[src/crag_defs.svh]
`ifndef CRAG_DEFS_SVH
`define CRAG_DEFS_SVH
// Function
// - Two 8-bit accumulators pair as 16 bits.
// - Index plus constant or accumulator forms address.
// - Stack pointer marks last used location.
// - Program counter is a base, not auto-modified.
// - Flags hold five status, two masks, stop-disable.
// - Status flags follow the latest result.
// - Reset fetches vector, sets masks and stop-disable.
// - Words stored high byte at lower address.
// - Any byte address, no alignment fault.
// - Three queued code bytes before each instruction.
// - Lengths of one to seven advance the counter; zero is refused.
// - Internal registers up to 20 bits wide.
// - Direct mode zeroes the upper address byte.
// - Extended mode takes full 16-bit address.
// - Branches add signed 8/16-bit offset.
// - Immediate operand comes from the stream.
// - Signed 5-bit offset needs no extension.
// - Auto modify by one to eight.
// - Accumulator offset of 8 or 16 bits.
// - Signed 9-bit offset, one extension byte.
// - 16-bit offset in two extension bytes.
// - Constant indirect reads pointer, which becomes the operand address.
// - Accumulator indirect reads pointer, which becomes the operand address.
`define CRAG_OFF_D 8'h00
`define CRAG_OFF_X 8'h04
`define CRAG_OFF_Y 8'h08
`define CRAG_OFF_SP 8'h0c
`define CRAG_OFF_PC 8'h10
`define CRAG_OFF_CCR 8'h14
`define CRAG_OFF_CMD 8'h18
`define CRAG_OFF_EA 8'h1c
`define CRAG_OFF_OPND 8'h20
`define CRAG_OFF_STAT 8'h24
`define CRAG_OFF_RES 8'h28
`define CRAG_OFF_XACC 8'h2c
`define CRAG_CCR_RST 8'hd0
`define CRAG_BIT_H 5
`define CRAG_BIT_N 3
`define CRAG_BIT_Z 2
`define CRAG_BIT_V 1
`define CRAG_BIT_C 0
`define CRAG_VEC_ADDR 16'hfffe
`define CRAG_QFULL 2'd3
`define CRAG_STK_STEP 16'h0002
`define CRAG_OKAY 2'b00
`define CRAG_SLVERR 2'b10
`endif

[src/crag_pkg.sv]
package crag_pkg;
   typedef enum logic [3:0] {
      inherent_mode = 4'h0,
      immediate_mode = 4'h1,
      direct_mode = 4'h2,
      extended_mode = 4'h3,
      relative_mode = 4'h4,
      indexed_short_mode = 4'h5,
      auto_modify_mode = 4'h6,
      accum_offset_mode = 4'h7,
      indexed_nine_bit_mode = 4'h8,
      indexed_sixteen_bit_mode = 4'h9,
      indirect_const_mode = 4'ha,
      indirect_accum_mode = 4'hb,
      stack_push_mode = 4'hc,
      stack_pull_mode = 4'hd
   } crag_mode_t;
   typedef enum logic [2:0] {
      st_vec_hi = 3'b000,
      st_vec_lo = 3'b001,
      st_idle = 3'b010,
      st_waitq = 3'b011,
      st_ptr_hi = 3'b100,
      st_ptr_lo = 3'b101
   } crag_state_t;
   // Command word, bit 0 upward: mode, base, post, wide, use_b, use_d,
   // step, off5, off9_sign, len, take.
   typedef struct packed {
      logic take;
      logic [2:0] len;
      logic off9_sign;
      logic [4:0] off5;
      logic [3:0] step;
      logic use_d;
      logic use_b;
      logic wide;
      logic post;
      logic [1:0] base;
      crag_mode_t mode;
   } crag_cmd_t;
   typedef struct packed {
      logic [7:0] a;
      logic [7:0] b;
      logic [15:0] x;
      logic [15:0] y;
      logic [15:0] sp;
      logic [15:0] pc;
      logic [7:0] condition_flags_reg;
      logic [19:0] xacc;
   } crag_regs_t;
endpackage : crag_pkg

[src/crag_core.sv]
`timescale 1ns/1ps
`include "crag_defs.svh"
module crag_core (
   input wire logic ref_clk_i,
   input wire logic rst_i,
   input wire logic [7:0] s_axi_awaddr_i,
   input wire logic s_axi_awvalid_i,
   output logic s_axi_awready_o,
   input wire logic [31:0] s_axi_wdata_i,
   input wire logic [3:0] s_axi_wstrb_i,
   input wire logic s_axi_wvalid_i,
   output logic s_axi_wready_o,
   output logic [1:0] s_axi_bresp_o,
   output logic s_axi_bvalid_o,
   input wire logic s_axi_bready_i,
   input wire logic [7:0] s_axi_araddr_i,
   input wire logic s_axi_arvalid_i,
   output logic s_axi_arready_o,
   output logic [31:0] s_axi_rdata_o,
   output logic [1:0] s_axi_rresp_o,
   output logic s_axi_rvalid_o,
   input wire logic s_axi_rready_i,
   output logic mem_req_o,
   output logic [15:0] mem_addr_o,
   input wire logic [7:0] mem_rdata_i,
   input wire logic mem_ack_i,
   output logic [15:0] ea_o,
   output logic ea_valid_o,
   output crag_pkg::crag_regs_t regs_o
);
   import crag_pkg::*;

   crag_regs_t regs_ff, nxt_regs;
   crag_state_t state_ff, nxt_state;
   crag_cmd_t cmd_ff;
   logic [7:0] q_ff [0:2];
   logic [1:0] qcnt_ff;
   logic req_ff, stale_ff, err_ff, eav_ff;
   logic [15:0] maddr_ff, ea_ff, opnd_ff, ptr_ff;
   logic [7:0] hi_ff;
   logic aw_have_ff, w_have_ff, awready_ff, wready_ff;
   logic bvalid_ff, arready_ff, rvalid_ff;
   logic [7:0] awaddr_ff;
   logic [31:0] wdata_ff, rdata_ff, rd_val;
   logic [3:0] wstrb_ff;
   logic [1:0] bresp_ff, rresp_ff;
   logic [15:0] idx_off, ea_calc, want_addr;

   // Byte-lane merge of a write into the old register value.
   function automatic logic [31:0] merge(input logic [31:0] old_v,
                                         input logic [31:0] new_v,
                                         input logic [3:0] strb);
      logic [31:0] r;
      r = old_v;
      for (int i = 0; i < 4; i++)
      begin
         if (strb[i])
         begin
            r[i*8 +: 8] = new_v[i*8 +: 8];
         end
      end
      return r;
   endfunction : merge

   // Joins two bytes, the one from the lower address on top.
   function automatic logic [15:0] word(input logic [7:0] lo_addr_byte,
                                        input logic [7:0] hi_addr_byte);
      return {lo_addr_byte, hi_addr_byte};
   endfunction : word

   // Tells whether an offset names a register for this access.
   function automatic logic reg_hit(input logic [7:0] a,
                                    input logic wr);
      logic ok;
      ok = (a[1:0] == 2'b00) && (a <= `CRAG_OFF_XACC);
      if (wr && (a == `CRAG_OFF_EA || a == `CRAG_OFF_OPND))
      begin
         ok = 1'b0;
      end
      return ok;
   endfunction : reg_hit

   // Operand datapath terms.
   wire logic [15:0] d_val = {regs_ff.a, regs_ff.b};
   wire logic [15:0] pc_next = regs_ff.pc + {13'h0, cmd_ff.len};
   wire logic [15:0] ext16 = word(q_ff[1], q_ff[2]);
   wire logic [15:0] amt = {13'h0, cmd_ff.step[2:0]} + 16'h0001;
   wire logic [15:0] delta = cmd_ff.step[3] ? 16'h0000 - amt : amt;
   wire logic [15:0] base_val = (cmd_ff.base == 2'd0) ? regs_ff.x :
                                (cmd_ff.base == 2'd1) ? regs_ff.y :
                                (cmd_ff.base == 2'd2) ? regs_ff.sp :
                                pc_next;
   wire logic [15:0] idx_sum = base_val + idx_off;
   wire logic is_auto = cmd_ff.mode == auto_modify_mode;
   wire logic is_ind = cmd_ff.mode == indirect_const_mode ||
                       cmd_ff.mode == indirect_accum_mode;
   wire logic cmd_bad = cmd_ff.len == 3'd0 ||
                        cmd_ff.mode > stack_pull_mode ||
                        (is_auto && cmd_ff.base == 2'd3);
   wire logic exec = state_ff == st_waitq &&
                     qcnt_ff == `CRAG_QFULL;
   wire logic exec_ok = exec && !cmd_bad;

   // Memory side terms.
   wire logic ack = req_ff && mem_ack_i;
   wire logic fetch_st = state_ff == st_idle || state_ff == st_waitq;
   wire logic want = fetch_st ? qcnt_ff != `CRAG_QFULL : 1'b1;

   // Register bus decode.
   wire logic wr_go = aw_have_ff && w_have_ff && !bvalid_ff;
   wire logic wr_ok = wr_go && state_ff == st_idle &&
                      reg_hit(awaddr_ff, 1'b1);
   wire logic ar_take = s_axi_arvalid_i && arready_ff;
   wire logic aw_take = s_axi_awvalid_i && awready_ff;
   wire logic w_take = s_axi_wvalid_i && wready_ff;
   wire logic nxt_aw_have = !wr_go && (aw_have_ff || aw_take);
   wire logic nxt_w_have = !wr_go && (w_have_ff || w_take);
   wire logic nxt_rvalid = ar_take || (rvalid_ff && !s_axi_rready_i);
   wire logic w_d = wr_ok && awaddr_ff == `CRAG_OFF_D;
   wire logic w_x = wr_ok && awaddr_ff == `CRAG_OFF_X;
   wire logic w_y = wr_ok && awaddr_ff == `CRAG_OFF_Y;
   wire logic w_sp = wr_ok && awaddr_ff == `CRAG_OFF_SP;
   wire logic w_pc = wr_ok && awaddr_ff == `CRAG_OFF_PC;
   wire logic w_ccr = wr_ok && awaddr_ff == `CRAG_OFF_CCR;
   wire logic w_cmd = wr_ok && awaddr_ff == `CRAG_OFF_CMD;
   wire logic w_st = wr_ok && awaddr_ff == `CRAG_OFF_STAT;
   wire logic w_res = wr_ok && awaddr_ff == `CRAG_OFF_RES;
   wire logic w_xacc = wr_ok && awaddr_ff == `CRAG_OFF_XACC;
   wire logic [31:0] wm_d = merge({16'h0, d_val}, wdata_ff, wstrb_ff);
   wire logic [31:0] wm_x = merge({16'h0, regs_ff.x}, wdata_ff, wstrb_ff);
   wire logic [31:0] wm_y = merge({16'h0, regs_ff.y}, wdata_ff, wstrb_ff);
   wire logic [31:0] wm_sp = merge({16'h0, regs_ff.sp}, wdata_ff,
                                   wstrb_ff);
   wire logic [31:0] wm_pc = merge({16'h0, regs_ff.pc}, wdata_ff,
                                   wstrb_ff);
   wire logic [31:0] wm_ccr = merge({24'h0, regs_ff.condition_flags_reg}, wdata_ff,
                                    wstrb_ff);
   wire logic [31:0] wm_cmd = merge({8'h0, cmd_ff}, wdata_ff, wstrb_ff);
   wire logic [15:0] res = wdata_ff[15:0];
   wire logic res_wide = wdata_ff[16];

   // Offset added to the base in the indexed forms.
   always_comb
   begin
      case (cmd_ff.mode)
         indexed_short_mode: idx_off = {{11{cmd_ff.off5[4]}},
                                        cmd_ff.off5};
         auto_modify_mode: idx_off = cmd_ff.post ? 16'h0000 :
                                     delta;
         accum_offset_mode: idx_off = cmd_ff.use_d ? d_val :
                                      {8'h00, cmd_ff.use_b ? regs_ff.b :
                                       regs_ff.a};
         indexed_nine_bit_mode: idx_off = {{8{cmd_ff.off9_sign}},
                                           q_ff[1]};
         indexed_sixteen_bit_mode: idx_off = ext16;
         indirect_const_mode: idx_off = ext16;
         indirect_accum_mode: idx_off = d_val;
         default: idx_off = 16'h0000;
      endcase
   end

   // Effective address of the operand, or pointer address if indirect.
   always_comb
   begin
      case (cmd_ff.mode)
         immediate_mode: ea_calc = regs_ff.pc + 16'h0001;
         direct_mode: ea_calc = {8'h00, q_ff[1]};
         extended_mode: ea_calc = ext16;
         relative_mode: ea_calc = pc_next + (cmd_ff.wide ? ext16 :
                                  {{8{q_ff[1][7]}}, q_ff[1]});
         stack_push_mode: ea_calc = regs_ff.sp - `CRAG_STK_STEP;
         stack_pull_mode: ea_calc = regs_ff.sp;
         inherent_mode: ea_calc = 16'h0000;
         default: ea_calc = idx_sum;
      endcase
   end

   // Byte address wanted from memory in each state.
   always_comb
   begin
      case (state_ff)
         st_vec_hi: want_addr = `CRAG_VEC_ADDR;
         st_vec_lo: want_addr = `CRAG_VEC_ADDR + 16'h0001;
         st_ptr_hi: want_addr = ptr_ff;
         st_ptr_lo: want_addr = ptr_ff + 16'h0001;
         default: want_addr = regs_ff.pc + {14'h0, qcnt_ff};
      endcase
   end

   // Sequencer: vector load, idle, queue wait, pointer read.
   always_comb
   begin
      nxt_state = state_ff;
      case (state_ff)
         st_vec_hi: if (ack) nxt_state = st_vec_lo;
         st_vec_lo: if (ack) nxt_state = st_idle;
         st_idle: if (w_cmd) nxt_state = st_waitq;
         st_waitq: if (exec) nxt_state = (exec_ok && is_ind) ?
                                         st_ptr_hi : st_idle;
         st_ptr_hi: if (ack) nxt_state = st_ptr_lo;
         st_ptr_lo: if (ack) nxt_state = st_idle;
         default: nxt_state = st_vec_hi;
      endcase
   end

   // Programmer-visible register updates.
   always_comb
   begin
      nxt_regs = regs_ff;
      if (w_d)
      begin
         nxt_regs.a = wm_d[15:8];
         nxt_regs.b = wm_d[7:0];
      end
      if (w_x) nxt_regs.x = wm_x[15:0];
      if (w_y) nxt_regs.y = wm_y[15:0];
      if (w_sp) nxt_regs.sp = wm_sp[15:0];
      if (w_pc) nxt_regs.pc = wm_pc[15:0];
      if (w_ccr) nxt_regs.condition_flags_reg = wm_ccr[7:0];
      if (w_res)
      begin
         nxt_regs.condition_flags_reg[`CRAG_BIT_N] = res_wide ? res[15] : res[7];
         nxt_regs.condition_flags_reg[`CRAG_BIT_Z] = res_wide ? res == 16'h0000 :
                                     res[7:0] == 8'h00;
         nxt_regs.condition_flags_reg[`CRAG_BIT_V] = wdata_ff[17];
         nxt_regs.condition_flags_reg[`CRAG_BIT_C] = wdata_ff[18];
         nxt_regs.condition_flags_reg[`CRAG_BIT_H] = wdata_ff[19];
      end
      if (w_xacc)
      begin
         nxt_regs.xacc = wdata_ff[0] ? 20'h00000 :
                         regs_ff.xacc + {4'h0, d_val};
      end
      if (state_ff == st_vec_lo && ack)
      begin
         nxt_regs.pc = word(hi_ff, mem_rdata_i);
      end
      if (exec_ok)
      begin
         nxt_regs.pc = (cmd_ff.mode == relative_mode && cmd_ff.take) ?
                       ea_calc : pc_next;
         if (is_auto)
         begin
            case (cmd_ff.base)
               2'd0: nxt_regs.x = base_val + delta;
               2'd1: nxt_regs.y = base_val + delta;
               default: nxt_regs.sp = base_val + delta;
            endcase
         end
         if (cmd_ff.mode == stack_push_mode) nxt_regs.sp = ea_calc;
         if (cmd_ff.mode == stack_pull_mode)
         begin
            nxt_regs.sp = regs_ff.sp + `CRAG_STK_STEP;
         end
      end
   end

   // Register read mux.
   always_comb
   begin
      case (s_axi_araddr_i)
         `CRAG_OFF_D: rd_val = {16'h0, d_val};
         `CRAG_OFF_X: rd_val = {16'h0, regs_ff.x};
         `CRAG_OFF_Y: rd_val = {16'h0, regs_ff.y};
         `CRAG_OFF_SP: rd_val = {16'h0, regs_ff.sp};
         `CRAG_OFF_PC: rd_val = {16'h0, regs_ff.pc};
         `CRAG_OFF_CCR: rd_val = {24'h0, regs_ff.condition_flags_reg};
         `CRAG_OFF_CMD: rd_val = {8'h0, cmd_ff};
         `CRAG_OFF_EA: rd_val = {16'h0, ea_ff};
         `CRAG_OFF_OPND: rd_val = {16'h0, opnd_ff};
         `CRAG_OFF_STAT: rd_val = {25'h0, state_ff, qcnt_ff, err_ff,
                                   state_ff != st_idle};
         `CRAG_OFF_XACC: rd_val = {12'h0, regs_ff.xacc};
         default: rd_val = 32'h0000_0000;
      endcase
   end

   // Core state; masks and stop-disable are set before any fetch.
   always_ff @(posedge ref_clk_i)
   begin
      if (rst_i)
      begin
         regs_ff <= '{default: '0, condition_flags_reg: `CRAG_CCR_RST};
         state_ff <= st_vec_hi;
         cmd_ff <= '0;
         err_ff <= 1'b0;
      end
      else
      begin
         regs_ff <= nxt_regs;
         state_ff <= nxt_state;
         if (w_cmd) cmd_ff <= crag_cmd_t'(wm_cmd[23:0]);
         err_ff <= (exec && cmd_bad) ||
                   (err_ff && !(w_st && wstrb_ff[0] && wdata_ff[1]));
      end
   end

   // Instruction queue; flushed on each executed command or new counter.
   always_ff @(posedge ref_clk_i)
   begin
      if (rst_i)
      begin
         qcnt_ff <= 2'd0;
         stale_ff <= 1'b0;
      end
      else
      begin
         stale_ff <= (stale_ff || (w_pc && req_ff)) && !ack;
         if (exec || w_pc || state_ff == st_vec_lo)
         begin
            qcnt_ff <= 2'd0;
         end
         else if (ack && fetch_st && !stale_ff)
         begin
            q_ff[qcnt_ff] <= mem_rdata_i;
            qcnt_ff <= qcnt_ff + 2'd1;
         end
      end
   end

   // Byte request to memory, held until acknowledged.
   always_ff @(posedge ref_clk_i)
   begin
      if (rst_i)
      begin
         req_ff <= 1'b0;
         maddr_ff <= 16'h0000;
      end
      else if (ack)
      begin
         req_ff <= 1'b0;
      end
      else if (!req_ff && want && !w_pc)
      begin
         req_ff <= 1'b1;
         maddr_ff <= want_addr;
      end
   end

   // Address results, pointer capture and immediate operand.
   always_ff @(posedge ref_clk_i)
   begin
      if (rst_i)
      begin
         ea_ff <= 16'h0000;
         eav_ff <= 1'b0;
         opnd_ff <= 16'h0000;
         ptr_ff <= 16'h0000;
         hi_ff <= 8'h00;
      end
      else
      begin
         eav_ff <= (exec_ok && !is_ind) || (state_ff == st_ptr_lo && ack);
         if (exec_ok) ea_ff <= ea_calc;
         if (exec_ok) ptr_ff <= ea_calc;
         if (state_ff == st_ptr_lo && ack)
         begin
            ea_ff <= word(hi_ff, mem_rdata_i);
         end
         if (ack) hi_ff <= mem_rdata_i;
         if (exec_ok && cmd_ff.mode == immediate_mode)
         begin
            opnd_ff <= cmd_ff.wide ? ext16 : {8'h00, q_ff[1]};
         end
      end
   end

   // Register bus handshakes.
   always_ff @(posedge ref_clk_i)
   begin
      if (rst_i)
      begin
         aw_have_ff <= 1'b0;
         w_have_ff <= 1'b0;
         awready_ff <= 1'b0;
         wready_ff <= 1'b0;
         bvalid_ff <= 1'b0;
         bresp_ff <= `CRAG_OKAY;
         arready_ff <= 1'b0;
         rvalid_ff <= 1'b0;
         rresp_ff <= `CRAG_OKAY;
         rdata_ff <= 32'h0000_0000;
      end
      else
      begin
         aw_have_ff <= nxt_aw_have;
         w_have_ff <= nxt_w_have;
         awready_ff <= !nxt_aw_have;
         wready_ff <= !nxt_w_have;
         if (aw_take) awaddr_ff <= s_axi_awaddr_i;
         if (w_take) wdata_ff <= s_axi_wdata_i;
         if (w_take) wstrb_ff <= s_axi_wstrb_i;
         bvalid_ff <= wr_go || (bvalid_ff && !s_axi_bready_i);
         if (wr_go) bresp_ff <= wr_ok ? `CRAG_OKAY : `CRAG_SLVERR;
         rvalid_ff <= nxt_rvalid;
         arready_ff <= !nxt_rvalid;
         if (ar_take)
         begin
            rdata_ff <= reg_hit(s_axi_araddr_i, 1'b0) ? rd_val : 32'h0;
            rresp_ff <= reg_hit(s_axi_araddr_i, 1'b0) ? `CRAG_OKAY :
                        `CRAG_SLVERR;
         end
      end
   end

   // Outputs, each taken from a flip-flop.
   assign s_axi_awready_o = awready_ff;
   assign s_axi_wready_o = wready_ff;
   assign s_axi_bvalid_o = bvalid_ff;
   assign s_axi_bresp_o = bresp_ff;
   assign s_axi_arready_o = arready_ff;
   assign s_axi_rvalid_o = rvalid_ff;
   assign s_axi_rdata_o = rdata_ff;
   assign s_axi_rresp_o = rresp_ff;
   assign mem_req_o = req_ff;
   assign mem_addr_o = maddr_ff;
   assign ea_o = ea_ff;
   assign ea_valid_o = eav_ff;
   assign regs_o = regs_ff;
endmodule : crag_core

[config.mk]
export PLATFORM = sky130hd
export DESIGN_NAME = crag_core
export DESIGN_NICKNAME = d
export VERILOG_FILES = /design/src/crag_pkg.sv /design/src/crag_core.sv
export VERILOG_INCLUDE_DIRS = /design/src
export SDC_FILE = /design/constraint.sdc
export NUM_CORES = 1
export LEC_CHECK = 0
export BUFFER_PORTS_ARGS = -buffer_cell sky130_fd_sc_hd__buf_2
export CAP_MARGIN = 20
export CELL_PAD_IN_SITES_DETAIL_PLACEMENT = 1
export CELL_PAD_IN_SITES_GLOBAL_PLACEMENT = 2
export CORE_MARGIN = 3
export CORE_UTILIZATION = 35
export DETAILED_ROUTE_END_ITERATION = 16
export PLACE_DENSITY = 0.84
export SKIP_LAST_GASP = 1
export SLEW_MARGIN = 20
export SYNTH_ARGS = -nofsm -noshare
export SYNTH_HDL_FRONTEND = slang
export SYNTH_SLANG_ARGS = --single-unit
[constraint.sdc]
create_clock -name ref_clk_i -period 5.4 [get_ports ref_clk_i]
set_clock_uncertainty 0.2 [all_clocks]
set_input_delay 1.35 -clock ref_clk_i [delete_from_list [all_inputs] [get_ports ref_clk_i]]
set_output_delay 1.35 -clock ref_clk_i [all_outputs]
set_load 0.01 [all_outputs]
==> impl_metrics.csv <==
group,metric,value,unit
status,outcome,"complete, no violations",
final_layout,final_cell_mix,"254 x sky130_fd_sc_hd__nand2_1, 249 x sky130_fd_sc_hd__nor2_1, 246 x sky130_fd_sc_hd__dfxtp_1, 230 x sky130_fd_sc_hd__buf_2, 209 x sky130_fd_sc_hd__a21oi_1",
grt,grt_overflow_total,0,
logic_synthesis,post_synthesis_cell_type_with_the_largest_combined_area,"sky130_fd_sc_hd__dfxtp_1",
grt,grt_max_degree,145,
placed_design,routability_cong,1.05,
route,antenna_violating_nets_post_route,0,
worst_hold_path,timing.hold.worst.class,"register to register",
grt,via_count_of_the_first_global_routing_pass,20696,
grt,grt_first_pass_wirelength,150000,um
setup_path,worst_r2r_path_depth,15,
logic_synthesis,synth_seq_area_share,33.4,%
clock_tree,cts_root_buffer,"sky130_fd_sc_hd__clkbuf_16",
worst_hold_path,min_delay_path_depth,2,
flow_run,max_cap_violations,0,
route,first_pass_iters,8,
final_layout,most_frequent_standard_cell_in_the_layout_excluding_fill_and_tap_cells,"sky130_fd_sc_hd__nand2_1",
clock_tree,cts_tree,"yes",
setup_path,worst_setup_slack_for_register_to_register_paths,0.1,ns
timing,slew-limit-headroom,25.9,%
timing,final-max-slew-violation-count,0,
floorplan,coreArea,54200,um^2
route,detailroute.via_count,21442,
clock_tree,clkTransAtPathRegs,0.06,ns
route,wire_per_inst,32.2,um
route,detail_route.drc_violations,0,
timing,fin_crit_sh,98.2,%
logic_synthesis,synthDominantCellAreaShare,25.5,%
logic_synthesis,synth_cell_area,19300,um^2
timing,worst_slew_pin_slew,1.11,ns
logic_synthesis,ys.warnings.count,0,
logic_synthesis,syn-mean-instance-area,8.24,um^2
floorplan,floorplan.initialDensity,35.6,%
worst_hold_path,hold-path-endpoint,"opnd_ff[12]",
timing,setup_tns,0,ns
floorplan,placementRows,85,
clock_tree,maximum_clock_insertion_buffer_count,3,
logic_synthesis,yosys-top-cells-area,"sky130_fd_sc_hd__dfxtp_1 25%, sky130_fd_sc_hd__edfxtp_1 7.9%, sky130_fd_sc_hd__a21oi_1 5.4%",
final_layout,layout-drive-gt1-share,19.0,%
final_layout,stdcell_count,3311,
pwr,static_power_due_to_leakage,9.47,nW
final_layout,layout.nets,2729,
setup_path,r2r_end,"regs_o[43]",
setup_path,criticalPathCategory,"register to register",
placed_design,post-dp-hpwl,80500,um
clock_tree,numClockSinks,297,
logic_synthesis,post_synth_arst_share,0,%
timing,final_hold_viol_count,0,
placed_design,io_buffer_count,231,
pwr,power.total,0.00514,W
setup_path,cp.required,5.62,ns
placed_design,post-place-cells,3237,
route,routed_via_density,6.48,
timing,rsz0062_at_grt,"yes",
floorplan,die_y,241,um
logic_synthesis,postSynthRegisterBits,297,
logic_synthesis,syn-instance-count,2346,
clock_tree,worst_skew_pair_later_pin_latency,0.58,ns
floorplan,fp.dieW,241,um
route,dr.first_iter.drc_count,2657,
clock_tree,tritoncts.num_buffers,37,
timing,min_period,5.30,ns
floorplan,floorplan.die_area,58100,um^2
setup_path,r2r-start,"regs_o[29]",
route,drt_wl_total,107000,um
setup_path,endpoint_kind,"register",
logic_synthesis,synth_edf_count,51,
clock_tree,cts-htree-levels,2,
setup_path,crit_path_max_fanout,8,
pwr,power.density_cell_area,224,nW/um^2
logic_synthesis,synth.lib_cells_used.distinct,89,
setup_path,timing.critical_path.from_type,"register",
setup_path,data_arrival_at_the_endpoint_of_the_critical_path,5.53,ns
grt,antenna_violations_before_repair,7,
timing,timing.final.setup_violations,0,
floorplan,floorplan.io_pins,251,
worst_hold_path,holdCritStartpoint,"opnd_ff[12]",
pwr,irDropWorstVdd,0.000198,V
grt,grt_usage,35.8,%
timing,max_freq,189,MHz
final_layout,syn_to_final_growth,18.7,%
logic_synthesis,synth_flop_cell,"sky130_fd_sc_hd__dfxtp_1",
## cell usage after synthesis, types with 13 or more instances
library cell / instances
sky130_fd_sc_hd__a222oi_1: 19
sky130_fd_sc_hd__o211ai_1: 16
sky130_fd_sc_hd__dfxtp_1: 246
sky130_fd_sc_hd__or3_1: 17
sky130_fd_sc_hd__buf_1: 18
sky130_fd_sc_hd__a21oi_1: 209
sky130_fd_sc_hd__mux2_2: 17
sky130_fd_sc_hd__nor3_1: 61
sky130_fd_sc_hd__edfxtp_1: 51
sky130_fd_sc_hd__a211oi_1: 57
sky130_fd_sc_hd__a221o_1: 14
sky130_fd_sc_hd__nand2_1: 254
sky130_fd_sc_hd__mux2i_1: 72
sky130_fd_sc_hd__nor2b_1: 18
sky130_fd_sc_hd__nand3_1: 102
sky130_fd_sc_hd__ha_1: 73
sky130_fd_sc_hd__o21ai_0: 78
sky130_fd_sc_hd__a311oi_1: 13
sky130_fd_sc_hd__nand4_1: 26
sky130_fd_sc_hd__a221oi_1: 56
sky130_fd_sc_hd__a22o_1: 14
sky130_fd_sc_hd__nor2_1: 250
sky130_fd_sc_hd__nand2b_1: 14
sky130_fd_sc_hd__and3_1: 25
sky130_fd_sc_hd__a31oi_1: 24
sky130_fd_sc_hd__clkbuf_1: 122
sky130_fd_sc_hd__buf_2: 24
sky130_fd_sc_hd__xor2_1: 48
sky130_fd_sc_hd__a21o_1: 25
sky130_fd_sc_hd__inv_1: 37
sky130_fd_sc_hd__a22oi_1: 47
sky130_fd_sc_hd__xnor2_1: 80
sky130_fd_sc_hd__mux4_2: 15
## worst max-delay path by stage
stage,start,endpoint,slack [ns],depth (start not counted)
final,regs_o[29],regs_o[43],0.1,15
after global routing,regs_o[29],regs_o[43],-0.009,15
after CTS,cmd_ff[20],regs_o[56],0.18,16
after detailed placement,cmd_ff[20],regs_o[56],0.22,16
after global placement,cmd_ff[20],regs_o[56],0.37,16
after floorplan,cmd_ff[4],regs_o[58],0.95,15
## power by group
group          total, W  switching [W]  internal, W  leakage [nW]
sequential      0.00233      0.0000429      0.00229          2.45
clock           0.00253        0.00107      0.00147         0.601
combinational  0.000278       0.000188    0.0000900          6.42
## flip-flops by register name (all words and copies together), names as in the netlist, 2 cells and up
signal / cells
cmd_ff: 24
q_ff: 16
hi_ff: 8
qcnt_ff: 2
ea_o: 16
wdata_ff: 24
regs_o: 108
state_ff: 3
awaddr_ff: 8
mem_addr_o: 16
s_axi_rdata_o: 24
opnd_ff: 16
wstrb_ff: 3
ptr_ff: 16
## critical path: stages, from the launching register on
cell and delay [ns]:
sky130_fd_sc_hd__dfxtp_1 0.44, sky130_fd_sc_hd__ha_1 0.31, sky130_fd_sc_hd__a21o_1 0.18, sky130_fd_sc_hd__a21oi_1 0.45, sky130_fd_sc_hd__or2_2 0.26, sky130_fd_sc_hd__nor2_1 0.06, sky130_fd_sc_hd__xor2_1 0.63, sky130_fd_sc_hd__ha_1 0.40
sky130_fd_sc_hd__nand2_1 0.13, sky130_fd_sc_hd__or2_2 0.32, sky130_fd_sc_hd__o31ai_2 0.40, sky130_fd_sc_hd__nand3_1 0.16, sky130_fd_sc_hd__a32oi_1 0.39, sky130_fd_sc_hd__xor2_1 0.17, sky130_fd_sc_hd__o311ai_0 0.48, sky130_fd_sc_hd__o21ai_0 0.16
## through the flow
stage | area [um^2] | utilization, % | hold slack, ns | setup slack (ns)
2_1_floorplan | 19400 | - | 0.232 | 0.951
3_3_place_gp | 21700 | 40.0 | 0.240 | 0.369
3_5_place_dp | 21700 | 40.0 | 0.248 | 0.216
4_1_cts | 22900 | 42.2 | 0.257 | 0.185
5_1_grt | 22900 | 42.3 | 0.283 | -0.00896
6_report | 22900 | 42.3 | 0.258 | 0.0960
## layer usage
layer / up-vias / GRT usage (%) / part of all wire (%) / routed length [um]
li1: 9200 / - / - / -
met1: 10646 / 47.9 / 41 / 43900
met2: 1288 / 54.2 / 43 / 46000
met3: 300 / 7.82 / 9.7 / 10400
met4: 8 / 18.8 / 5.9 / 6350
met5: - / 0 / 0.077 / 82
## repair_timing
action                                  in CTS  in global routing
hold buffers                                 0                  0
setup buffers                                0                  2
endpoints found under the setup margin       0                  3
hold endpoints to repair                     0                  0
resized for setup                            0                  3
## kinds of logic (layout without fill, tap and decap cells)
kind of cell / after synthesis / after routing / synth area share (%)
flops: 297 / 297 / 33.4
xor+xnor: 128 / 128 / 5.80
other cells: 1 / 14 / 0.0194
compound gates: 687 / 687 / 24.4
fa+ha+maj: 79 / 79 / 5.35
mux: 104 / 104 / 6.47
buf+inv: 216 / 472 / 4.61
simple gates: 834 / 834 / 19.9
## final cells by class
type | count | area (um^2)
multi-input cells | 1842 | 12100
clock inverters | 11 | 113
clock buffers | 57 | 1100
repair buffers | 365 | 2180
flip-flops and latches | 297 | 6460
inverters | 39 | 146
fillers | 6512 | 31300
diodes | 4 | 10.0
well taps | 696 | 871
Power figures use the tool's default switching activity.
